`config.mk`:
```
export PLATFORM = sky130hd
export DESIGN_NAME = cmp_ctrl
export DESIGN_NICKNAME = d
export VERILOG_FILES = /design/src/inc/cmp_ctrl_pkg.sv /design/src/design/cmp_ctrl.sv
export SDC_FILE = /design/constraint.sdc
export NUM_CORES = 1
export LEC_CHECK = 0
export BUFFER_PORTS_ARGS = -buffer_cell sky130_fd_sc_hd__buf_2
export CAP_MARGIN = 10
export CORE_MARGIN = 10
export CORE_UTILIZATION = 50
export DETAILED_ROUTE_END_ITERATION = 8
export PLACE_DENSITY = 0.78
export SLEW_MARGIN = 20
export SYNTH_ARGS = -nofsm -noshare
export SYNTH_HDL_FRONTEND = slang
export SYNTH_SLANG_ARGS = --single-unit
```
`constraint.sdc`:
```
create_clock -name aclk -period 2 [get_ports aclk]
set_input_delay 0.4 -clock aclk [delete_from_list [all_inputs] [get_ports aclk]]
set_output_delay 0.4 -clock aclk [all_outputs]
set_load 0.01 [all_outputs]
```
`src/inc/cmp_ctrl_pkg.sv`:
```
package cmp_ctrl_pkg;

    // ************************************************************
    // bus geometry
    // ************************************************************
    localparam int ADDR_W = 10;
    localparam int DATA_W = 32;
    localparam int IDX_W = 8;
    localparam int NUM_CH = 2;

    // register indices; byte address is four times the index
    localparam logic [IDX_W-1:0] IDX_CTRL = 8'h30;
    localparam logic [IDX_W-1:0] IDX_EDGE = 8'h31;
    localparam logic [IDX_W-1:0] IDX_DETECT = 8'h33;
    localparam logic [IDX_W-1:0] IDX_MON1 = 8'h38;
    localparam logic [IDX_W-1:0] IDX_CFG = 8'h3A;
    localparam logic [IDX_W-1:0] IDX_STATUS = 8'h3B;
    localparam logic [IDX_W-1:0] IDX_CLEAR = 8'h3C;
    localparam logic [IDX_W-1:0] IDX_ENABLE = 8'h3D;

    // ************************************************************
    // field positions and reset values
    // ************************************************************
    localparam int FLAG_BIT = 3;
    localparam int EDGE1_BIT = 1;
    localparam int EDGE2_BIT = 2;
    localparam logic [7:0] CTRL_RST = 8'h00;
    localparam logic [7:0] CFG_RST = 8'h00;
    localparam logic [1:0] EDGE_RST = 2'h0;
    localparam logic [1:0] IRQ_RST = 2'h0;
    localparam logic [1:0] LEVEL_RST = 2'h3;

    localparam logic [1:0] RESP_OKAY = 2'h0;
    localparam logic [1:0] RESP_SLVERR = 2'h2;

    // sample period is 2*n low-speed clock edges, n = 1 << div_sel
    localparam logic [3:0] SAMPLE_BASE = 4'h2;

    typedef struct packed {
        logic type_sel_en;
        logic rsvd;
        logic [1:0] irq_maskable;
        logic [1:0] out_enable;
        logic [1:0] out_invert;
    } cmp_ctrl_t;

    typedef struct packed {
        logic [1:0] falling_only;
        logic [1:0] chan_enable;
        logic monitor_mode;
        logic [1:0] div_sel;
        logic filter_en;
    } cmp_cfg_t;

endpackage : cmp_ctrl_pkg

```
`src/design/cmp_ctrl.sv`:
```
// Summary of operation
// two channels filter, flag, interrupt and drive outputs independently
// shared detector serves either comparators or voltage monitors, never both
// channel 1 flag in monitor control reg, channel 2 in detect reg
// flag high means input at or above the reference
// rising or falling crossing of the reference is the event
// interrupt on rising, falling or both crossings as configured
// each channel interrupt is maskable or non-maskable
// filter sample period is two low-speed clocks multiplied by 1,2,4,8
// each result drives its own output pin, optionally inverted
// reference pin serves as reference for both channels
// invert bit zero passes result, one inverts it
// output-enable bit zero blocks pin, one drives result
// edge-select zero picks one edge, one picks both edges
// interrupt type bits only count while global select enable is set
// comparator outputs pass two flip-flops before use
// filter accepts a level only after consecutive samples agree
//
// Added by the designer: register access over AXI4-Lite and the register addresses.
`timescale 1ns/1ps
module cmp_ctrl
    import cmp_ctrl_pkg::*;
(
    input wire logic aclk,
    input wire logic aresetn,
    input wire logic [ADDR_W-1:0] s_axi_awaddr,
    input wire logic s_axi_awvalid,
    output logic s_axi_awready,
    input wire logic [DATA_W-1:0] s_axi_wdata,
    input wire logic [3:0] s_axi_wstrb,
    input wire logic s_axi_wvalid,
    output logic s_axi_wready,
    output logic [1:0] s_axi_bresp,
    output logic s_axi_bvalid,
    input wire logic s_axi_bready,
    input wire logic [ADDR_W-1:0] s_axi_araddr,
    input wire logic s_axi_arvalid,
    output logic s_axi_arready,
    output logic [DATA_W-1:0] s_axi_rdata,
    output logic [1:0] s_axi_rresp,
    output logic s_axi_rvalid,
    input wire logic s_axi_rready,
    input wire logic cmp1_analog_in,
    input wire logic cmp2_analog_in,
    input wire logic low_speed_osc_clock,
    output logic cmp1_result_out,
    output logic cmp2_result_out,
    output logic detect_use_monitor,
    output logic irq,
    output logic nmi
);

    // ************************************************************
    // registers
    // ************************************************************
    cmp_ctrl_t ctrl;
    cmp_cfg_t cfg;
    logic [1:0] both_edges, irq_status, irq_enable, clr_mask;
    logic [1:0] level, evt, act, raw;
    logic tick;
    logic aw_full, w_full, rd_hit, wr_hit;
    logic [IDX_W-1:0] aw_idx, ar_idx;
    logic [DATA_W-1:0] w_data, rd_word;
    logic [3:0] w_strb;
    logic wr_fire, next_aw_full, next_w_full, next_rvalid;

    // the comparator front end takes one raw input per channel, channel 1 in bit 0
    assign raw = {cmp2_analog_in, cmp1_analog_in};
    assign ar_idx = s_axi_araddr[ADDR_W-1:2];
    assign wr_fire = aw_full && w_full && !s_axi_bvalid;
    assign next_aw_full = (aw_full && !wr_fire)
        || (s_axi_awvalid && s_axi_awready);
    assign next_w_full = (w_full && !wr_fire)
        || (s_axi_wvalid && s_axi_wready);
    assign next_rvalid = (s_axi_rvalid && !s_axi_rready)
        || (s_axi_arvalid && s_axi_arready);

    // ************************************************************
    // axi4-lite write channel
    // ************************************************************
    always_ff @(posedge aclk) begin
        if (!aresetn) begin
            aw_full <= 1'b0;
            w_full <= 1'b0;
            s_axi_awready <= 1'b0;
            s_axi_wready <= 1'b0;
            aw_idx <= '0;
            w_data <= '0;
            w_strb <= 4'h0;
        end else begin
            aw_full <= next_aw_full;
            w_full <= next_w_full;
            s_axi_awready <= !next_aw_full;
            s_axi_wready <= !next_w_full;
            if (s_axi_awvalid && s_axi_awready) begin
                aw_idx <= s_axi_awaddr[ADDR_W-1:2];
            end
            if (s_axi_wvalid && s_axi_wready) begin
                w_data <= s_axi_wdata;
                w_strb <= s_axi_wstrb;
            end
        end
    end

    always_comb begin
        wr_hit = 1'b0;
        if (aw_idx == IDX_CTRL || aw_idx == IDX_EDGE) begin
            wr_hit = 1'b1;
        end else if (aw_idx == IDX_DETECT || aw_idx == IDX_MON1) begin
            wr_hit = 1'b1;
        end else if (aw_idx >= IDX_CFG && aw_idx <= IDX_ENABLE) begin
            wr_hit = 1'b1;
        end
    end

    always_ff @(posedge aclk) begin
        if (!aresetn) begin
            s_axi_bvalid <= 1'b0;
            s_axi_bresp <= RESP_OKAY;
        end else if (wr_fire) begin
            s_axi_bvalid <= 1'b1;
            s_axi_bresp <= wr_hit ? RESP_OKAY : RESP_SLVERR;
        end else if (s_axi_bready) begin
            s_axi_bvalid <= 1'b0;
        end
    end

    // control registers; only byte lane 0 carries bits
    always_ff @(posedge aclk) begin
        if (!aresetn) begin
            ctrl <= CTRL_RST;
            cfg <= CFG_RST;
            both_edges <= EDGE_RST;
            irq_enable <= IRQ_RST;
        end else if (wr_fire && w_strb[0]) begin
            if (aw_idx == IDX_CTRL) begin
                ctrl <= w_data[7:0] & 8'hBF;
            end else if (aw_idx == IDX_EDGE) begin
                both_edges <= {w_data[EDGE2_BIT], w_data[EDGE1_BIT]};
            end else if (aw_idx == IDX_CFG) begin
                cfg <= w_data[7:0];
            end else if (aw_idx == IDX_ENABLE) begin
                irq_enable <= w_data[1:0];
            end
        end
    end

    // ************************************************************
    // axi4-lite read channel
    // ************************************************************
    always_comb begin
        rd_word = '0;
        rd_hit = 1'b1;
        if (ar_idx == IDX_CTRL) begin
            rd_word[7:0] = ctrl;
        end else if (ar_idx == IDX_EDGE) begin
            rd_word[EDGE2_BIT:EDGE1_BIT] = both_edges;
        end else if (ar_idx == IDX_DETECT) begin
            rd_word[FLAG_BIT] = level[1];
        end else if (ar_idx == IDX_MON1) begin
            rd_word[FLAG_BIT] = level[0];
        end else if (ar_idx == IDX_CFG) begin
            rd_word[7:0] = cfg;
        end else if (ar_idx == IDX_STATUS) begin
            rd_word[1:0] = irq_status;
        end else if (ar_idx == IDX_CLEAR) begin
            rd_word = '0;
        end else if (ar_idx == IDX_ENABLE) begin
            rd_word[1:0] = irq_enable;
        end else begin
            rd_hit = 1'b0;
        end
    end

    always_ff @(posedge aclk) begin
        if (!aresetn) begin
            s_axi_rvalid <= 1'b0;
            s_axi_arready <= 1'b0;
            s_axi_rdata <= '0;
            s_axi_rresp <= RESP_OKAY;
        end else begin
            s_axi_rvalid <= next_rvalid;
            s_axi_arready <= !next_rvalid;
            if (s_axi_arvalid && s_axi_arready) begin
                s_axi_rdata <= rd_word;
                s_axi_rresp <= rd_hit ? RESP_OKAY : RESP_SLVERR;
            end
        end
    end

    // ************************************************************
    // sample tick from the low-speed oscillator
    // ************************************************************
    // the oscillator is far slower than aclk, so its edges are found
    // by sampling; a divider counts them up to 2*n per sample
    logic osc_s1, osc_s2, osc_prev, osc_rise;
    logic [3:0] osc_cnt, osc_limit;
    assign osc_rise = osc_s2 && !osc_prev;
    assign osc_limit = 4'((SAMPLE_BASE << cfg.div_sel) - 4'h1);
    assign tick = osc_rise && (osc_cnt >= osc_limit);
    always_ff @(posedge aclk) begin
        if (!aresetn) begin
            osc_s1 <= 1'b0;
            osc_s2 <= 1'b0;
            osc_prev <= 1'b0;
            osc_cnt <= 4'h0;
        end else begin
            osc_s1 <= low_speed_osc_clock;
            osc_s2 <= osc_s1;
            osc_prev <= osc_s2;
            if (tick) begin
                osc_cnt <= 4'h0;
            end else if (osc_rise) begin
                osc_cnt <= osc_cnt + 4'h1;
            end
        end
    end

    // ************************************************************
    // per-channel synchroniser, filter and edge detection
    // ************************************************************
    // a disabled channel, or one whose detector serves the monitors,
    // reads as at-or-above; re-enabling with the input below the reference logs a falling crossing if that edge is selected
    genvar ch;
    generate
        for (ch = 0; ch < NUM_CH; ch++) begin : g_ch
            logic s1, s2, samp, act_q, level_q;
            assign act[ch] = cfg.chan_enable[ch]
                && !cfg.monitor_mode;
            // edges are judged on the filtered level
            assign evt[ch] = act[ch] && act_q && (level[ch] != level_q)
                && (both_edges[ch]
                || (level[ch] == !cfg.falling_only[ch]));
            always_ff @(posedge aclk) begin
                if (!aresetn) begin
                    s1 <= 1'b0;
                    s2 <= 1'b0;
                end else begin
                    s1 <= raw[ch];
                    s2 <= s1;
                end
            end
            always_ff @(posedge aclk) begin
                if (!aresetn) begin
                    samp <= 1'b1;
                    level[ch] <= LEVEL_RST[ch];
                    level_q <= LEVEL_RST[ch];
                    act_q <= 1'b0;
                end else begin
                    act_q <= act[ch];
                    level_q <= level[ch];
                    if (!act[ch]) begin
                        level[ch] <= 1'b1;
                    end else if (!cfg.filter_en) begin
                        level[ch] <= s2;
                    end else if (tick) begin
                        samp <= s2;
                        if (s2 == samp) begin
                            level[ch] <= s2;
                        end
                    end
                end
            end
            // sticky event bit, the new event beats a same-cycle clear
            always_ff @(posedge aclk) begin
                if (!aresetn) begin
                    irq_status[ch] <= 1'b0;
                end else if (evt[ch]) begin
                    irq_status[ch] <= 1'b1;
                end else if (clr_mask[ch]) begin
                    irq_status[ch] <= 1'b0;
                end
            end
        end
    endgenerate

    assign clr_mask = (wr_fire && w_strb[0] && aw_idx == IDX_CLEAR)
        ? w_data[1:0] : 2'h0;

    // ************************************************************
    // pins and interrupt outputs
    // ************************************************************
    logic [1:0] pending, maskable;
    assign pending = irq_status & irq_enable;
    // the per-channel type bits only count under the global enable
    assign maskable = ctrl.type_sel_en
        ? ctrl.irq_maskable : 2'h0;

    always_ff @(posedge aclk) begin
        if (!aresetn) begin
            cmp1_result_out <= 1'b0;
            cmp2_result_out <= 1'b0;
            detect_use_monitor <= 1'b0;
            irq <= 1'b0;
            nmi <= 1'b0;
        end else begin
            cmp1_result_out <= ctrl.out_enable[0] && act[0]
                && (level[0] ^ ctrl.out_invert[0]);
            cmp2_result_out <= ctrl.out_enable[1] && act[1]
                && (level[1] ^ ctrl.out_invert[1]);
            detect_use_monitor <= cfg.monitor_mode;
            irq <= |(pending & maskable);
            nmi <= |(pending & ~maskable);
        end
    end
endmodule : cmp_ctrl

```
---- After elaboration in Yosys (flattened, before gate mapping) ----
Cells that the tools add are included.
word-level totals
  word-level logic and storage cells ...... 187
  input port bits ......................... 66
  flip-flop bits (word level) ............. 105
  output and inout port bits .............. 46
operators by class
  reduce and logical (&&, ||, !) cells .... 58
  multiplexer cells ....................... 42
  bitwise gates (word level) .............. 10
  add/subtract/negate cells ............... 2
  equality and inequality tests ........... 24
  order comparisons ....................... 3
  shift operators ......................... 1
operator list
  kind                                                                              count
  8-bit by 6-bit == test with 1-bit output, second input constant                   15
  1-bit two-way mux                                                                 26
  1-bit logical AND                                                                 25
  24-bit two-way mux                                                                1
  2-bit two-way mux                                                                 8
  8-bit two-way mux                                                                 2
  1-bit zero test                                                                   10
  2-bit AND reduction                                                               5
  3-bit AND reduction                                                               3
  8-bit by 6-bit >= comparator with 1-bit output, second input constant             1
  8-bit by 6-bit less-or-equal comparator with 1-bit output, second input constant  1
  4-bit two-way mux                                                                 2
  1-bit logical OR                                                                  7
  2-bit bitwise AND                                                                 3
  3-bit two-way mux                                                                 2
  2-bit by 1-bit != test with 1-bit output, second input constant                   3
  2-bit nonzero test                                                                3
  2-bit OR reduction                                                                3
  5-bit two-way mux                                                                 1
  5-bit AND reduction                                                               1
  4-bit by 1-bit adder with 4-bit output, second input constant                     1
  1-bit == test                                                                     4
  4-bit >= comparator                                                               1
  1-bit NOT                                                                         4
  other kinds (6)                                                                   8

---- Logic depth before layout (Yosys ltp) ----
  word-level depth ........................ 10
  depth in mapped cells ................... 6
  gate-level depth less buffers ........... 6

---- Least setup slack after synthesis ----
Ideal clock, no wire load.
  path kind ............................... reg2reg
  start ................................... register cfg[2] in the netlist's numbering
  end ..................................... register level[0]
  library setup time ...................... 87 ps
  arrival time ............................ 1654 ps
  clock period less this slack ............ 1741 ps
  data required time ...................... 1913 ps
  buffers on the path ..................... 0
  path slack .............................. 259 ps
  cell stages (with the launch flop) ...... 7
  path through ............................ dfxtp_1 -> nand2_1 -> ha_1 -> nand4b_1 -> o211ai_1 -> mux2_2 -> o31ai_1
between the ends
  word-level cells in the longest chain between the ends .. 6
ends and longest elaborated chain
  element                                             line             RTL
  start, declared                                     cmp_ctrl.sv:57   cmp_cfg_t cfg;
  start signal, assigned                              cmp_ctrl.sv:141  cfg <= w_data[7:0];
  2-bit by 2-bit << shifter with 4-bit output         cmp_ctrl.sv:199  assign osc_limit = 4'((SAMPLE_BASE << cfg.div_sel) - 4'h1);
  4-bit by 1-bit subtractor with 4-bit output         cmp_ctrl.sv:199
  4-bit >= comparator                                 cmp_ctrl.sv:200  assign tick = osc_rise && (osc_cnt >= osc_limit);
  1-bit logical AND                                   cmp_ctrl.sv:200
  2-bit by 1-bit != test with 1-bit output (no line)  -
  2-bit AND reduction (no line)                       -
  end signal, assigned by index                       cmp_ctrl.sv:246  level[ch] <= LEVEL_RST[ch];
  end, declared                                       cmp_ctrl.sv:59   logic [1:0] level, evt, act, raw;
No other way between the ends.
A chain may end at the register's enable or synchronous reset.

---- Worst setup path in the final report ----
  start ................................... register cfg[1] in the netlist's numbering
  end ..................................... register level[0]
Same word-level chain as after synthesis.

==> flow_summary.yaml <==
critical_path:
  rr_worst_depth: 7
  r2r_slack_ns: 0.18
  arrival_ns: 2.08
  cp_max_fo: 7
  worstSetupPathType: "flop to flop"
  cp-start-kind: "flop"
  rr_endpoint: "level[0]$_SDFFE_PN1P_"
  reg2reg_from: "cfg[1]$_SDFFE_PN0P_"
  cp_data_required_time_ns: 2.26
  worst_setup_path_end_kind: "flop"
cts:
  clkSlewWorstSetupHoldPaths_ns: 0.07
  cts_hold_buffers: 0
  clk_latency_ns: 0.34
  cts_max_level: 3
  numCtsBuffers: 9
  clock-root-buffer: "clkbuf_8"
  clock-sinks: 79
  tritoncts: "yes"
  clockBufferDepth: 2
die:
  ios: 112
  die_x_um: 105
  core_um2: 6910
  rows: 30
  die_h_um: 105
  dieArea_um2: 11000
  start_util_pct: 52.0
synthesis:
  synth.avg_cell_area_um2: 8.89
  synth_edf_count: 0
  ys_warn_count: 0
  ys_ff_latch: 79
  ys_seq_area_share_pct: 44.0
  ys_async_sr_fraction_pct: 0
  synth.distinct_cells: 47
  ys.flop_type: "dfxtp_1"
  synth_cells: 404
  synth_area_um2: 3590
placed_design:
  gp_congestion: 0.822
  portBuffers: 54
  dp_hpwl_um: 6190
  place_area_um2: 3820
grt:
  grt_usage_pct: 14.5
  antenna_found_initial: 0
  globalRoute.totalOverflow: 0
  grt_max_degree: 37
  grt_pass1_wl_um: 13500
  grt_pass1_vias: 2831
finish:
  mostFrequentLayoutCells: "dfxtp_1 (78), nand2_1 (69), buf_2 (54), conb_1 (26), mux2i_1 (20)"
  final_common_cell: "dfxtp_1"
  drive_above_1_share_pct: 17.8
  final_area_um2: 4070
  diodes: 0
  syn2layout_area_growth_pct: 13.2
  final_nets: 521
timing:
  finalSetupViolations: 0
  fin_crit_sh_pct: 91.0
  finalHoldViolCount: 0
  fin_skew_ns: 0.00841
  fmax_ghz: 0.550
  rsz0062_at_grt: "false"
  slew_viol_final: 0
  final.min_clock_period_ns: 1.82
  fin_setup_tns_ns: 0
flow_run:
  cap_violations: 0
route:
  wl_per_cell_um: 14.4
  viasPerCell: 5.10
  antenna_left: 0
  drt_iter0_drc: 135
  first_pass_iters: 4
  drc: 0
  num_vias: 2817
  drt-total-wl_um: 7970
min_path:
  hold_start: "cmp1_analog_in"
  min_delay_path_depth: 2
  whs_endpoint: "g_ch[0].s1$_SDFF_PN0_"
  hold_class: "input pin to flop"
status:
  status: "finished, final reports clean"
pwr:
  powerDensity_nw_per_um2: 793
  leakage_nw: 1.65
  irDropWorstVdd_mv: 0.432
==> critical path, stage by stage (launching register included) <==
cell	delay (ns)
dfxtp_1	0.40
nand2_1	0.08
ha_1	0.30
nand4b_1	0.10
o211ai_1	0.17
buf_4	0.17
mux2_2	0.33
o31ai_1	0.18
==> worst max-delay path by stage <==
stage                              startpoint                    end  slack [ns]  cells past startpoint
after floorplan           cfg[2]$_SDFFE_PN0P_  level[0]$_SDFFE_PN1P_        0.26                      6
after global placement    cfg[2]$_SDFFE_PN0P_  level[1]$_SDFFE_PN1P_        0.26                      7
after detailed placement  cfg[2]$_SDFFE_PN0P_  level[1]$_SDFFE_PN1P_        0.18                      7
after CTS                 cfg[2]$_SDFFE_PN0P_  level[0]$_SDFFE_PN1P_        0.16                      7
after global routing      cfg[1]$_SDFFE_PN0P_  level[0]$_SDFFE_PN1P_       0.002                      7
final                     cfg[1]$_SDFFE_PN0P_  level[0]$_SDFFE_PN1P_        0.18                      7
==> power by group <==
group | switching, mW | internal (mW)
clock network | 0.535 | 0.841
logic | 0.129 | 0.0829
registers | 0.0297 | 1.61
total | 0.694 | 2.53
==> cells in the mapped netlist (4+ instances only) <==
master	instances	area (µm²)
dfxtp_1	79	1580
nand2_1	69	259
buf_4	27	203
mux2i_1	20	200
a21boi_0	19	143
and2_1	19	119
nand3_1	17	85.1
nor2_1	15	56.3
clkbuf_1	14	52.6
nor2b_1	11	68.8
o21ai_0	10	50.1
nand2b_1	9	56.3
a21oi_1	8	40.0
xor2_1	7	61.3
nand4_1	6	37.5
o31ai_1	6	45.0
a22oi_1	5	37.5
a31oi_1	5	31.3
and3_1	5	31.3
buf_2	5	25.0
inv_1	5	18.8
ha_1	4	50.1
==> cell families after synthesis <==
group	count (synthesis)	share of synthesized area, %
compound gates	66	12.5
xor+xnor	9	2.19
fa+ha+maj	4	1.39
buf+inv	52	8.74
flops	79	44.0
mux	23	6.51
other cells	1	0.104
simple gates	170	24.5
==> layout make-up <==
type	instances	area, µm²
Clock buffer	14	183
Timing Repair Buffer	58	313
Fill cell	659	2840
Sequential cell	79	1580
Inverter	5	18.8
Multi-Input combinational cell	298	1790
Clock inverter	2	60.1
Tap cell	96	120
==> stage by stage <==
step	util [%]	total power, mW	hold WS, ns	instances	setup slack [ns]
2_1_floorplan	-	1.85	0.412	429	0.259
3_3_place_gp	55.4	1.88	0.417	536	0.262
6_report	58.9	3.23	0.267	552	0.180
4_1_cts	58.9	3.26	0.249	552	0.163
5_1_grt	58.9	3.36	0.250	552	0.00249
3_5_place_dp	55.4	1.89	0.419	536	0.179
==> layer usage <==
metal  wire length (µm)  up-vias  part of all wire (%)  track usage [%]
li1                   -     1431                     -                -
met1               3450     1309                    43             16.8
met2               4010       73                    50             24.5
met3                476        4                   6.0             5.41
met4                 38        0                  0.48             4.12
met5                  0        -                     0                0
==> sequential cells by signal, summed over array words and instances, names as in the netlist, 2 cells and up <==
| name | cells |
|---|---|
| s_axi_rdata | 8 |
| level | 2 |
| irq_status | 2 |
| g_ch.act_q | 2 |
| ctrl | 7 |
| g_ch.s1 | 2 |
| g_ch.level_q | 2 |
| cfg | 8 |
| osc_cnt | 4 |
| w_data | 8 |
| g_ch.s2 | 2 |
| irq_enable | 2 |
| aw_idx | 8 |
| g_ch.samp | 2 |
| both_edges | 2 |
==> what timing repair did <==
action / in CTS / in global routing
buffers inserted: 0 / 0
gates resized for setup: 0 / 1
endpoints found under the setup margin: 0 / 1
Note: power is estimated with default switching activity, not from simulation.
